<file path="config.mk">
export PLATFORM = sky130hd
export DESIGN_NAME = autoneg_page_register_set
export DESIGN_NICKNAME = d
export VERILOG_FILES = /design/src/include/autoneg_pkg.sv /design/src/core/autoneg_page_register_set.sv
export SDC_FILE = /design/constraint.sdc
export NUM_CORES = 1
export LEC_CHECK = 0
export BUFFER_PORTS_ARGS = -buffer_cell sky130_fd_sc_hd__clkbuf_2
export CAP_MARGIN = 20
export CORE_MARGIN = 2
export CORE_UTILIZATION = 45
export CTS_BUF_LIST = sky130_fd_sc_hd__clkbuf_8
export DETAILED_ROUTE_END_ITERATION = 6
export PLACE_DENSITY = 0.74
export SYNTH_ARGS = -nofsm -noshare
export SYNTH_HDL_FRONTEND = slang
export SYNTH_SLANG_ARGS = --single-unit
</file>
<file path="constraint.sdc">
create_clock -name i_mclk -period 3.53 [get_ports i_mclk]
set_input_delay 0.353 -clock i_mclk [delete_from_list [all_inputs] [get_ports i_mclk]]
set_output_delay 0.353 -clock i_mclk [all_outputs]
set_load 0.01 [all_outputs]
</file>
<file path="src/include/autoneg_pkg.sv">
package autoneg_pkg;

  // Bus widths
  localparam int ADDR_W = 5;
  localparam int DATA_W = 16;

  // Register offsets
  localparam logic [4:0] ADV_OFF  = 5'h04;
  localparam logic [4:0] LPA_OFF  = 5'h05;
  localparam logic [4:0] EXP_OFF  = 5'h06;
  localparam logic [4:0] NPT_OFF  = 5'h07;
  localparam logic [4:0] LPN_OFF  = 5'h08;
  localparam logic [4:0] GBC_OFF  = 5'h09;
  localparam logic [4:0] IST_OFF  = 5'h1E;
  localparam logic [4:0] IMSK_OFF = 5'h1F;

  // Reset values
  localparam logic [15:0] ADV_RST  = 16'h01E1;
  localparam logic [15:0] NPT_RST  = 16'h2001;
  localparam logic [15:0] GBC_RST  = 16'h0700;
  localparam logic [15:0] ZERO_RST = 16'h0000;

  // Software writable bits
  localparam logic [15:0] ADV_WMASK = 16'hAFFF;
  localparam logic [15:0] NPT_WMASK = 16'hB7FF;
  localparam logic [15:0] GBC_WMASK = 16'hFF00;
  // Bits kept from a received base page
  localparam logic [15:0] LPA_MASK  = 16'hEFFF;

  // Expansion field positions
  localparam int EXP_PDF   = 4;
  localparam int EXP_LPNP  = 3;
  localparam int EXP_LOCNP = 2;
  localparam int EXP_PGRX  = 1;
  localparam int EXP_LPAN  = 0;

  // Next page transmit toggle position
  localparam int NPT_TOGGLE = 11;

  // Gigabit control field positions
  localparam int GBC_TEST_HI = 15;
  localparam int GBC_TEST_LO = 13;
  localparam int GBC_MANUAL  = 12;
  localparam int GBC_MSVAL   = 11;
  localparam int GBC_PORT    = 10;
  localparam int GBC_FD      = 9;
  localparam int GBC_HD      = 8;

  // Test mode codes
  localparam int          TEST_MODES  = 4;
  localparam logic [2:0]  TEST_NORMAL = 3'h0;

  // Interrupt status bits
  localparam int IRQ_W      = 3;
  localparam int IRQ_PGRX   = 0;
  localparam int IRQ_PDF    = 1;
  localparam int IRQ_NPSENT = 2;
  localparam logic [2:0] IRQ_RST = 3'h0;

endpackage

</file>
<file path="src/core/autoneg_page_register_set.sv">
// How it works
// - Pause advertise bits 11,10 writable, reset zero
// - Speed bits 8:5 reset one, bit9 zero
// - Selector field writable, resets to 00001
// - Next page 15, fault 13 writable; 14 zero
// - Partner base page read-only, reset zero
// - Parallel fault latches high until read
// - Page received latches until read
// - Expansion bit2 one; bits 3,0 partner
// - Next page bits 15,13, code writable
// - Bit 12 comply flag writable, resets zero
// - Toggle reads inverse of last sent
// - Partner next page read-only, reset zero
// - Test field selects modes one to four
// - Master value applies only when manual
// - Port type and gigabit abilities reset one
`timescale 1ns/1ps
module autoneg_page_register_set
  import autoneg_pkg::*;
(
  input  wire logic              i_mclk,
  input  wire logic              i_reset,
  input  wire logic [ADDR_W-1:0] i_addr,
  input  wire logic [DATA_W-1:0] i_wdata,
  input  wire logic              i_wr,
  input  wire logic              i_rd,
  output logic      [DATA_W-1:0] o_rdata,
  input  wire logic [DATA_W-1:0] i_lp_base_page,
  input  wire logic              i_lp_base_valid,
  input  wire logic [DATA_W-1:0] i_lp_next_page,
  input  wire logic              i_lp_np_valid,
  input  wire logic              i_par_det_fault,
  input  wire logic              i_lp_np_able,
  input  wire logic              i_lp_an_able,
  input  wire logic              i_np_sent,
  input  wire logic              i_sent_toggle,
  output logic      [DATA_W-1:0] o_adv_word,
  output logic      [DATA_W-1:0] o_np_word,
  output logic      [3:0]        o_test_sel,
  output logic                   o_force_master,
  output logic                   o_force_slave,
  output logic                   o_port_multi,
  output logic                   o_adv_1000_fd,
  output logic                   o_adv_1000_hd,
  output logic                   o_irq
);

  // Register state
  logic [DATA_W-1:0] adv_ff;    // Local advertisement
  logic [DATA_W-1:0] lpa_ff;    // Partner base page
  logic [DATA_W-1:0] npt_ff;    // Next page transmit
  logic [DATA_W-1:0] lpn_ff;    // Partner next page
  logic [DATA_W-1:0] gbc_ff;    // Gigabit control
  logic              pdf_ff;    // Parallel fault latch
  logic              pgrx_ff;   // Page received latch
  logic              tog_ff;    // Toggle readback
  logic [IRQ_W-1:0]  ist_ff;    // Interrupt status
  logic [IRQ_W-1:0]  imsk_ff;   // Interrupt mask

  // Next values
  logic              nxt_pdf;
  logic              nxt_pgrx;
  logic [IRQ_W-1:0]  nxt_ist;

  // Address decode
  wire hit_adv  = (i_addr == ADV_OFF);
  wire hit_lpa  = (i_addr == LPA_OFF);
  wire hit_exp  = (i_addr == EXP_OFF);
  wire hit_npt  = (i_addr == NPT_OFF);
  wire hit_lpn  = (i_addr == LPN_OFF);
  wire hit_gbc  = (i_addr == GBC_OFF);
  wire hit_ist  = (i_addr == IST_OFF);
  wire hit_imsk = (i_addr == IMSK_OFF);

  // Write strobes per register
  wire wr_adv  = i_wr && hit_adv;
  wire wr_npt  = i_wr && hit_npt;
  wire wr_gbc  = i_wr && hit_gbc;
  wire wr_ist  = i_wr && hit_ist;
  wire wr_imsk = i_wr && hit_imsk;
  // Read of expansion clears its latches
  wire rd_exp  = i_rd && hit_exp;

  // Masked write images; reserved bits forced to reset
  // reserved bits fixed
  wire [DATA_W-1:0] adv_wval = (i_wdata & ADV_WMASK)
                             | (ADV_RST & ~ADV_WMASK);
  wire [DATA_W-1:0] npt_wval = (i_wdata & NPT_WMASK)
                             | (NPT_RST & ~NPT_WMASK);
  wire [DATA_W-1:0] gbc_wval = (i_wdata & GBC_WMASK)
                             | (GBC_RST & ~GBC_WMASK);

  // Any new page from the partner
  wire page_in = i_lp_base_valid || i_lp_np_valid;

  // Expansion word view
  // fixed local next page ability
  wire [DATA_W-1:0] exp_view = {11'h000,
                                pdf_ff,
                                i_lp_np_able,
                                1'b1,
                                pgrx_ff,
                                i_lp_an_able};

  // Next page word with live toggle
  // toggle inserted on read
  wire [DATA_W-1:0] npt_view = {npt_ff[15:12],
                                tog_ff,
                                npt_ff[10:0]};

  // Read selection; unmapped reads zero
  wire [DATA_W-1:0] rd_mux =
      hit_adv  ? adv_ff   :
      hit_lpa  ? lpa_ff   :
      hit_exp  ? exp_view :
      hit_npt  ? npt_view :
      hit_lpn  ? lpn_ff   :
      hit_gbc  ? gbc_ff   :
      hit_ist  ? {13'h0000, ist_ff}  :
      hit_imsk ? {13'h0000, imsk_ff} :
      ZERO_RST;

  // Latch update terms; set wins over read clear
  // parallel fault latch
  assign nxt_pdf  = i_par_det_fault || (pdf_ff && !rd_exp);
  assign nxt_pgrx = page_in || (pgrx_ff && !rd_exp);

  // Event vector for interrupt status
  wire [IRQ_W-1:0] irq_ev;
  assign irq_ev[IRQ_PGRX]   = page_in;
  assign irq_ev[IRQ_PDF]    = i_par_det_fault;
  assign irq_ev[IRQ_NPSENT] = i_np_sent;

  // Write one to clear, events win
  wire [IRQ_W-1:0] ist_clr = wr_ist ? i_wdata[IRQ_W-1:0] : IRQ_RST;
  assign nxt_ist = irq_ev | (ist_ff & ~ist_clr);

  // Test field decode, one line per mode
  wire [2:0] test_code = gbc_ff[GBC_TEST_HI:GBC_TEST_LO];
  wire [3:0] test_dec;
  genvar m;
  generate
    for (m = 0; m < TEST_MODES; m = m + 1) begin : g_test
      assign test_dec[m] = (test_code == 3'(m + 1));
    end
  endgenerate

  // Master/slave forcing
  // gated by manual bit
  wire ms_manual = gbc_ff[GBC_MANUAL];
  wire force_m   = ms_manual && gbc_ff[GBC_MSVAL];
  wire force_s   = ms_manual && !gbc_ff[GBC_MSVAL];

  // Local advertisement register
  // pause bits writable
  always_ff @(posedge i_mclk) begin
    if (i_reset) begin
      adv_ff <= ADV_RST;
    end else if (wr_adv) begin
      adv_ff <= adv_wval;
    end
  end

  // Partner base page capture
  // read-only partner page
  always_ff @(posedge i_mclk) begin
    if (i_reset) begin
      lpa_ff <= ZERO_RST;
    end else if (i_lp_base_valid) begin
      lpa_ff <= i_lp_base_page & LPA_MASK;
    end
  end

  // Next page transmit register
  // more pages, message, code
  always_ff @(posedge i_mclk) begin
    if (i_reset) begin
      npt_ff <= NPT_RST;
    end else if (wr_npt) begin
      npt_ff <= npt_wval;
    end
  end

  // Toggle follows the last sent codeword
  // inverse of sent toggle
  always_ff @(posedge i_mclk) begin
    if (i_reset) begin
      tog_ff <= 1'b0;
    end else if (i_np_sent) begin
      tog_ff <= !i_sent_toggle;
    end
  end

  // Partner next page capture
  // read-only partner next page
  always_ff @(posedge i_mclk) begin
    if (i_reset) begin
      lpn_ff <= ZERO_RST;
    end else if (i_lp_np_valid) begin
      lpn_ff <= i_lp_next_page;
    end
  end

  // Gigabit control register
  // port type and ability reset
  always_ff @(posedge i_mclk) begin
    if (i_reset) begin
      gbc_ff <= GBC_RST;
    end else if (wr_gbc) begin
      gbc_ff <= gbc_wval;
    end
  end

  // Expansion latches
  always_ff @(posedge i_mclk) begin
    if (i_reset) begin
      pdf_ff  <= 1'b0;
      pgrx_ff <= 1'b0;
    end else begin
      pdf_ff  <= nxt_pdf;
      pgrx_ff <= nxt_pgrx;
    end
  end

  // Interrupt status and mask
  always_ff @(posedge i_mclk) begin
    if (i_reset) begin
      ist_ff  <= IRQ_RST;
      imsk_ff <= IRQ_RST;
    end else begin
      ist_ff <= nxt_ist;
      if (wr_imsk) begin
        imsk_ff <= i_wdata[IRQ_W-1:0];
      end
    end
  end

  // Read data, valid only the cycle after the strobe
  always_ff @(posedge i_mclk) begin
    if (i_reset) begin
      o_rdata <= ZERO_RST;
    end else begin
      o_rdata <= i_rd ? rd_mux : ZERO_RST;
    end
  end

  // Registered control outputs to the negotiation engine
  always_ff @(posedge i_mclk) begin
    if (i_reset) begin
      o_adv_word     <= ADV_RST;
      o_np_word      <= NPT_RST;
      o_test_sel     <= 4'h0;
      o_force_master <= 1'b0;
      o_force_slave  <= 1'b0;
      o_port_multi   <= GBC_RST[GBC_PORT];
      o_adv_1000_fd  <= GBC_RST[GBC_FD];
      o_adv_1000_hd  <= GBC_RST[GBC_HD];
    end else begin
      o_adv_word     <= adv_ff;
      o_np_word      <= npt_view;
      o_test_sel     <= test_dec;
      o_force_master <= force_m;
      o_force_slave  <= force_s;
      o_port_multi   <= gbc_ff[GBC_PORT];
      o_adv_1000_fd  <= gbc_ff[GBC_FD];
      o_adv_1000_hd  <= gbc_ff[GBC_HD];
    end
  end

  // Level interrupt from unmasked status
  always_ff @(posedge i_mclk) begin
    if (i_reset) begin
      o_irq <= 1'b0;
    end else begin
      o_irq <= |(ist_ff & imsk_ff);
    end
  end

endmodule

</file>
---- After elaboration in Yosys (flattened, before gate mapping) ----
Index checks and enable logic that the tools add are counted.
word-level totals
  register bits ........................... 131
  input port bits ......................... 64
  output and inout bits ................... 58
  logic and storage cells ................. 68
cells by class
  eq/ne operators ......................... 12
  muxes and demuxes ....................... 9
  bitwise logic cells ..................... 5
  reductions and logical operators ........ 20
operator list
  kind                                                             count
  16-bit two-way mux                                               6
  5-bit by 3-bit == test with 1-bit output, second input constant  4
  5-bit by 4-bit == test with 1-bit output, second input constant  2
  5-bit == test, second input constant                             2
  1-bit logical AND                                                10
  3-bit two-way mux                                                3
  3-bit bitwise AND                                                2
  3-bit by 2-bit == test with 1-bit output, second input constant  2
  3-bit OR reduction                                               2
  5-bit OR reduction                                               1
  3-bit by 1-bit == test with 1-bit output, second input constant  1
  3-bit == test, second input constant                             1
  1-bit logical NOT                                                3
  1-bit logical OR                                                 3
  3-bit NOT                                                        1
  3-bit OR                                                         1
  2-bit OR reduction                                               1
  1-bit NOT                                                        1

---- Longest topological paths before layout ----
Gate-level depths: netlist of the first run.
  depth after elaboration ................. 9
  depth in mapped cells ................... 7
  gate-level depth less buffers ........... 4

---- Worst setup path after synthesis of the first run ----
Ideal clock, no wire load.
  kind .................................... input -> register
  from .................................... input i_addr[2]
  to ...................................... register gbc_ff[10]
  setup time .............................. 0.120 ns
  arrival time ............................ 1.654 ns
  data required time ...................... 3.410 ns
  setup slack ............................. 1.757 ns
  stages on the path ...................... 7
  path buffers ............................ 3
  path through ............................ buf_6 > or4b_4 > buf_6 > nor2_8 > buf_8 > nor2b_1 > a211o_1
between the ends
  longest elaborated chain between the ends .. 2
RTL lines
  what                                      line                              source
  from (decl)                               autoneg_page_register_set.sv:23   input wire logic [ADDR_W-1:0] i_addr,
  5-bit by 4-bit == test with 1-bit output  autoneg_page_register_set.sv:71   wire hit_gbc = (i_addr == GBC_OFF);
  1-bit logical AND                         autoneg_page_register_set.sv:78   wire wr_gbc = i_wr && hit_gbc;
  to (signal assigned)                      autoneg_page_register_set.sv:210  gbc_ff <= gbc_wval;
  to (decl)                                 autoneg_page_register_set.sv:53   logic [DATA_W-1:0] gbc_ff;
Every way passes these cells.
A chain may end at the register's enable or synchronous reset.

---- Final worst setup path of the first run ----
  from .................................... input i_addr[0]
  to ...................................... register npt_ff[3]
between the ends
  longest elaborated chain between the ends .. 2
RTL lines
  what                                      line                              source
  5-bit by 3-bit == test with 1-bit output  autoneg_page_register_set.sv:69   wire hit_npt = (i_addr == NPT_OFF);
  1-bit logical AND                         autoneg_page_register_set.sv:77   wire wr_npt = i_wr && hit_npt;
  to (signal assigned)                      autoneg_page_register_set.sv:180  npt_ff <= npt_wval;
  to (decl)                                 autoneg_page_register_set.sv:51   logic [DATA_W-1:0] npt_ff;
Every way passes these cells.

==> metrics.md, run 1 <==
| Metric | Value |
|---|---|
| Hold Vio Cnt, Final | `0` |
| Combinational Power Share | `~6.7%` |
| GRT overflow | `0` |
| Setup crit start kind | `input pin` |
| Final non-filler cell total | `between 700 and 800` |
| Commonest non-fill, non-tap cell in the layout | `dfxtp_1` |
| Routability cong. | `around 0.94` |
| Pint | `about 2.3 mW` |
| Pwr Density | `approximately 500 mW/mm2` |
| Clock Tree Root | `clkbuf_8` |
| Max Freq | `about 530 MHz` |
| Xor and xnor area share after synthesis | `0%` |
| Via density | `roughly 5.3` |
| Measured slew at the worst slew-check pin | `between 0.7 and 0.8 ns` |
| Syn. warnings | `0` |
| Ports | `122` |
| Max FO, Critical Path | `31` |
| CP arrival | `~2.2 ns` |
| Run status | `finished, final reports clean` |
| Placed cells | `approximately 750` |
| Layout cell share with drive strength beyond 1 | `between 20% and 30%` |
| Syn-to-layout area delta | `20.4%` |
| Min cycle time layout | `between 1.5 and 2 ns` |
| CTS resizes | `0` |
| Unique masters post-synth | `between 40 and 50` |
| Crit path kind | `in2reg` |
| Die X | `around 110 um` |
| Synth top area share | `52.8%` |
| Final cycle utilization of the critical path | `a little over half` |
| Die Y | `109 um` |
| Hold WC Path Type | `in2reg` |
| Post-route setup TNS | `0 ns` |
| Largest net degree at the start of global routing | `60` |
| Final Setup Violations | `0` |
| Clock power share | `43.0%` |
| Postcts setup bufs | `0` |
| CTS Buf Count | `17` |
| First-pass GRT wire length | `19800 um` |
| Cell Rows | `38` |
| Post-Synth Adder-Cell Area | `0%` |
| Number of DRC markers in iteration 0 | `roughly 310` |
| Vias in the first global route | `~3800` |
| CTS hold repair buffers | `0` |
| Commonest non-fill, non-tap cells in the layout | `131 x dfxtp_1, 116 x clkbuf_2, 63 x nor2_1, 54 x nand2_1, 49 x mux2i_1` |
| Vias after detailed routing | `4166` |
| Leading area contributor after synthesis | `dfxtp_1` |
| Syn Inst Count | `between 500 and 600` |
| Clock latency at the later pin of the worst-skew pair | `0.43 ns` |
| CP startpoint | `i_addr[0]` |
| Reg-to-reg slack, setup | `2.30 ns` |
| Post-synthesis mux area share | `under 10%` |
| Switching share of power | `between 20% and 30%` |
| Seq cells post-synth | `131` |
| Sequential share of power | `about 50%` |
| Pleak | `between 2 and 3 nW` |
| CTS sink cnt | `approximately 130` |
| DP HPWL | `~9300 um` |
| Place WS | `around 1.3 ns` |
| Crit path capture type | `register` |
| NetSw | `roughly 0.7 mW` |
| DR pass1 iterations | `5` |
| Mean cell area of the mapped netlist | `approximately 9.3 um2` |
| Area of the mapped netlist | `0.00496 mm2` |
| Nets | `around 700` |
| Initial core utilization | `46.0%` |
| R2R Path Start | `lpn_ff[3]` |
| Setup Skew | `0.00887 ns` |
| MaxCap Viol Count | `0` |
| Fraction of the mapped netlist area in simple logic gates | `22.0%` |
| Worst EP required | `roughly 3.8 ns` |
| Compound-gate portion of the synthesized area | `10.8%` |
| Filler Cell Count | `972` |
| WL per Instance | `~17 um` |
| Maximum buffer depth of the clock tree | `2` |
| Most used DFF post-synth | `dfxtp_1` |
| Final WS setup | `between 1.5 and 2 ns` |
| GRT Util Overall | `approximately 22%` |
| EDFF count, synth | `0` |
| Initial antenna violation count | `0` |
| Slew margin rel. | `about half` |
| IO buf count | `approximately 120` |
| Final core utilization | `a little under three fifths` |
| Die area | `roughly 0.012 mm2` |
| Clk slew on worst S/H paths | `about 0.07 ns` |
| Sequential-to-total area share from yosys stat | `a little over half` |
| Antenna-violating nets left | `0` |
| H-tree levels | `4` |
| CTS tree | `yes` |
| Antenna fix cells | `0` |
| RSZ-0062 raised after global routing | `no` |
| Worst Min Path Start | `i_sent_toggle` |
| Async S/R FF share, synth | `0%` |
| Dominant cells by area after synthesis | `dfxtp_1 53%, mux2i_1 9.9%, nor2_1 4.8%` |
| Largest family of logic cells by synthesized area | `simple AND/OR/NAND/NOR gates` |
| Residual DRC count | `0` |
| Drt total wl | `approximately 13000 um` |
| Fin. max-slew vios | `0` |
| Worst VDD drop | `roughly 210 uV` |
| CORE AREA | `around 0.011 mm2` |
-- final timing paths --
check	end	depth (start not counted)
worst max-delay path	npt_ff[3]	5
worst min-delay path	tog_ff	2
worst max register to register	o_rdata[3]	4
worst min register to register	adv_ff[15]	2
-- cells by family (layout without fill, tap and decap cells) --
logic type	count (synthesis)	in the layout
multiplexers	49	49
other	1	3
AO/OA/AOI/OAI	88	88
AND/OR/NAND/NOR	217	217
flip-flops	131	131
buffers and inverters	46	157
-- power groups by stage --
stage / sequential, mW / combinational (mW) / clock, mW
CTS: 1.53 / 0.202 / 1.33
floorplan: 1.56 / 0.128 / 0
global placement: 1.57 / 0.198 / 0
global route: 1.54 / 0.221 / 1.40
detailed placement: 1.57 / 0.201 / 0
finish: 1.54 / 0.203 / 1.31
-- synthesized netlist by cell type, types with 5 or more instances --
cell,number
nand2_1,54
and3_1,8
nand3b_1,9
dfxtp_1,131
nor2_1,63
nand3_1,19
buf_2,9
a21oi_1,44
o21ai_1,11
or2_2,10
nor2b_1,30
a31oi_1,5
mux2i_1,49
clkbuf_1,26
-- routing by layer --
metal / up-vias / wire (um) / GRT usage, %
met4: 0 / 150 / 6.59
met1: 1957 / 5980 / 31.0
met5: - / 0 / 0
met3: 11 / 974 / 5.26
li1: 2016 / - / -
met2: 182 / 5850 / 33.9
-- sequential cells by signal (all words and copies together) (netlist names) --
signal          count
o_force_slave       1
lpn_ff             16
o_port_multi        1
imsk_ff             3
o_force_master      1
o_adv_word         14
adv_ff             14
pdf_ff              1
o_test_sel          4
o_adv_1000_hd       1
gbc_ff              8
lpa_ff             15
tog_ff              1
o_rdata            16
o_np_word          15
o_irq               1
pgrx_ff             1
o_adv_1000_fd       1
ist_ff              3
npt_ff             14
-- through the flow --
stage	power, mW	cell area [um2]	hold WS [ns]
floorplan	1.69	4970	0.432
global placement	1.76	5560	0.456
detailed placement	1.77	5560	0.462
CTS	3.07	5980	0.0799
global route	3.16	5980	0.0943
finish	3.05	5980	0.0972
-- layout make-up --
type | instances | area, um2 | area share, %
well taps | 140 | 175 | 2.93
inverters | 4 | 15.0 | 0.251
multi-input cells | 357 | 2130 | 35.6
clock buffers | 19 | 262 | 4.38
flip-flops and latches | 131 | 2620 | 43.9
repair buffers | 121 | 618 | 10.3
clock inverters | 13 | 158 | 2.64
-- worst max-delay path, stage by stage --
cell and delay (ns):
clkbuf_2 0.56, and2_1 0.39, nand3_1 0.50, nand2_1 0.25, a21oi_1 0.09
Power figures use the tool's default switching activity.
==> inputs of run 2 (changes only) <==
--- a/config.mk
+++ b/config.mk
@@ -11,7 +11,7 @@
 export CORE_UTILIZATION = 45
 export CTS_BUF_LIST = sky130_fd_sc_hd__clkbuf_8
 export DETAILED_ROUTE_END_ITERATION = 6
-export PLACE_DENSITY = 0.74
+export PLACE_DENSITY = 0.77
 export SYNTH_ARGS = -nofsm -noshare
 export SYNTH_HDL_FRONTEND = slang
 export SYNTH_SLANG_ARGS = --single-unit
==> constraint.sdc (replaced) <==
create_clock -name i_mclk -period 1.58 [get_ports i_mclk]
set_input_delay 0.158 -clock i_mclk [delete_from_list [all_inputs] [get_ports i_mclk]]
set_output_delay 0.158 -clock i_mclk [all_outputs]
set_load 0.01 [all_outputs]
==> run 2 against run 1 <==
Against the previous run: final area increased by 9.5%; utilization increased by 5.3 points; wire length increased by 7.6%; sequential power increased by 120%; non-clock buffer count increased by 61; power increased by 120%; critical endpoint is now ist_ff[2].
==> metrics.md, run 2 (synthesis gave the netlist of run 1 again) <==
| Metric | Value |
|---|---|
| Final cycle utilization of the critical path | `95.5%` |
| RSZ-0062 raised after global routing | `no (unchanged)` |
| Pwr Density | `1020 mW/mm2 (was 510 mW/mm2)` |
| CP dominant cell by count | `and2_1` |
| Setup Skew | `0.0101 ns (was 0.00887 ns)` |
| Max FO, Critical Path | `8 (was 31)` |
| Antenna-violating nets left | `0 (unchanged)` |
| Max Freq | `about 660 MHz` |
| CTS Buf Count | `17 (unchanged)` |
| Antenna fix cells | `0 (unchanged)` |
| Pleak | `2.83 nW (was 2.57 nW)` |
| Crit path capture type | `register (unchanged)` |
| Vias in the first global route | `4231 (was 3773)` |
| Power, Total | `6.66 mW (was 3.05 mW)` |
| Residual DRC count | `0 (unchanged)` |
| First-pass GRT wire length | `21700 um (was 19800 um)` |
| Die X | `109 um (unchanged)` |
| Crit path kind | `in2reg (unchanged)` |
| Via density | `5.19 (was 5.31)` |
| Largest delay share family, worst path | `buffers and inverters (was simple AND/OR/NAND/NOR gates)` |
| Maximum buffer depth of the clock tree | `2 (unchanged)` |
| Setup crit start kind | `input pin (unchanged)` |
| WL per Instance | `16.5 um (about the same)` |
| Routability cong. | `0.880 (was 0.938)` |
| CP startpoint | `i_addr[3] (was i_addr[0])` |
| Clock Tree Root | `clkbuf_8 (unchanged)` |
| Layout cell share with drive strength beyond 1 | `26.0% (was 25.7%)` |
| Final Setup Violations | `0 (unchanged)` |
| Drt total wl | `13900 um (was 13000 um)` |
| Die area | `0.0119 mm2 (unchanged)` |
| Nets | `757 (was 696)` |
| Hold WC Path Type | `in2reg (unchanged)` |
| Fin. max-slew vios | `0 (unchanged)` |
| Top Registers | `lpn_ff (16), o_rdata (16) (unchanged)` |
| Hold Vio Cnt, Final | `0 (unchanged)` |
| GRT overflow | `0 (unchanged)` |
| Clock latency at the later pin of the worst-skew pair | `0.43 ns (about the same)` |
| Hold Worst Slack | `0.00890 ns (was 0.0972 ns)` |
| Syn-to-layout area delta | `31.9% (was 20.4%)` |
| Largest stage delay on the critical path | `0.59 ns (was 0.56 ns)` |
| Worst EP required | `1.96 ns (was 3.82 ns)` |
| Clk slew on worst S/H paths | `0.08 ns (was 0.07 ns)` |
| H-tree levels | `4 (unchanged)` |
| Post-route setup TNS | `0 ns (unchanged)` |
| DP HPWL | `9680 um (was 9280 um)` |
| Slowest stage cell, crit path | `dlygate4sd3_1 (was clkbuf_2)` |
| Ports | `122 (unchanged)` |
| Commonest non-fill, non-tap cell in the layout | `dfxtp_1 (unchanged)` |
| Worst VDD drop | `549 uV (was 209 uV)` |
| Final non-filler cell total | `845 (was 785)` |
| CP arrival | `1.89 ns (was 2.16 ns)` |
| CORE AREA | `0.0108 mm2 (unchanged)` |
| Number of DRC markers in iteration 0 | `350 (was 306)` |
| CTS sink cnt | `131 (unchanged)` |
| Min cycle time layout | `roughly 1.5 ns` |
| Worst path cell trace | `clkbuf_2 > buf_4 > and2_1 > and3_1 > and2_1 > a311oi_1 > dlygate4sd3_1 (was clkbuf_2 > and2_1 > nand3_1 > nand2_1 > a21oi_1)` |
| DR pass1 iterations | `5 (unchanged)` |
| CTS tree | `yes (unchanged)` |
| Initial antenna violation count | `0 (unchanged)` |
| Initial core utilization | `46.0% (unchanged)` |
| MaxCap Viol Count | `0 (unchanged)` |
| Die Y | `109 um (unchanged)` |
| Cell Rows | `38 (unchanged)` |
| Placed cells | `770 (was 753)` |
| Commonest non-fill, non-tap cells in the layout | `131 x dfxtp_1, 116 x clkbuf_2, 63 x nor2_1, 54 x nand2_1, 49 x mux2i_1 (unchanged)` |
| IO buf count | `117 (unchanged)` |
| GRT Util Overall | `24.4% (was 22.1%)` |
| Largest net degree at the start of global routing | `115 (was 60)` |
| Worst Min Path Start | `i_lp_next_page[6] (was i_sent_toggle)` |
| CP bufs+invs | `3 (was 1)` |
| Post-route cell area | `0.00655 mm2 (was 0.00598 mm2)` |
| Run status | `finished, final reports clean (unchanged)` |
| Vias after detailed routing | `4384 (was 4166)` |
| Cell Area, Placed | `0.00573 mm2 (was 0.00556 mm2)` |
| R2R Path Start | `ist_ff[2] (was lpn_ff[3])` |
-- run 2: cell count changes in the layout (fill, tap and decap cells not counted) --
| cell | change |
|---|---|
| dlygate4sd3_1 | +44 |
| inv_1 | -1 |
| buf_6 | +1 |
| bufinv_16 | -2 |
| clkinv_2 | +2 |
| buf_12 | +4 |
| clkinvlp_4 | -2 |
| buf_4 | +12 |
| clkinv_4 | +1 |
| inv_6 | +1 |
-- run 2: worst paths after layout --
path	to	slack, ns	depth (start not counted)
max	ist_ff[2]	0.07	7
min	lpn_ff[6]	0.009	3
max reg2reg	ist_ff[2]	0.25	3
min reg2reg	npt_ff[12]	0.48	2
-- run 2: worst register-to-register path: cells and delay by family, from the launching register on --
kind                   cells  cell delay (ns)
AOI/OAI and AO/OA          1             0.25
buffers and inverters      1             0.59
DFF                        1             0.39
and+or+nand+nor            1             0.06
-- run 2: timing repair --
| action | in CTS | in global routing |
|---|---|---|
| gates resized for setup | 0 | 1 |
| setup buffers | 0 | 0 |
| hold buffers | 43 | 1 |
| setup endpoints to repair | 0 | 2 |
| endpoints found under the hold margin | 45 | 1 |
-- run 2: area by class of cell --
type,instances,area (um2)
multi-input cells,357,2130
clock inverters,12,106
well taps,140,175
inverters,4,15.0
repair buffers,182,1240
flip-flops and latches,131,2620
clock buffers,19,262
fillers,897,4250
-- run 2: per-layer routing --
| layer | global-route usage (%) | up-vias | part of all wire, % |
|---|---|---|---|
| met5 | 0 | - | 0 |
| met4 | 7.97 | 0 | 1.4 |
| met2 | 38.9 | 223 | 47 |
| li1 | - | 2124 | - |
| met3 | 5.26 | 18 | 8.9 |
| met1 | 32.8 | 2019 | 43 |
-- run 2: through the flow --
stage / worst slack (ns) / util [%]
after global routing: 0.000343 / 60.7
after global placement: -0.0273 / 53.1
after CTS: 0.0979 / 60.5
final: 0.0715 / 60.7
after floorplan: 0.00168 / -
after detailed placement: -0.0385 / 53.1
-- run 2: power by group --
part	switching [mW]	internal, mW	total [mW]
sequential	0.0565	3.38	3.43
combinational	0.298	0.285	0.583
clock	1.32	1.32	2.64
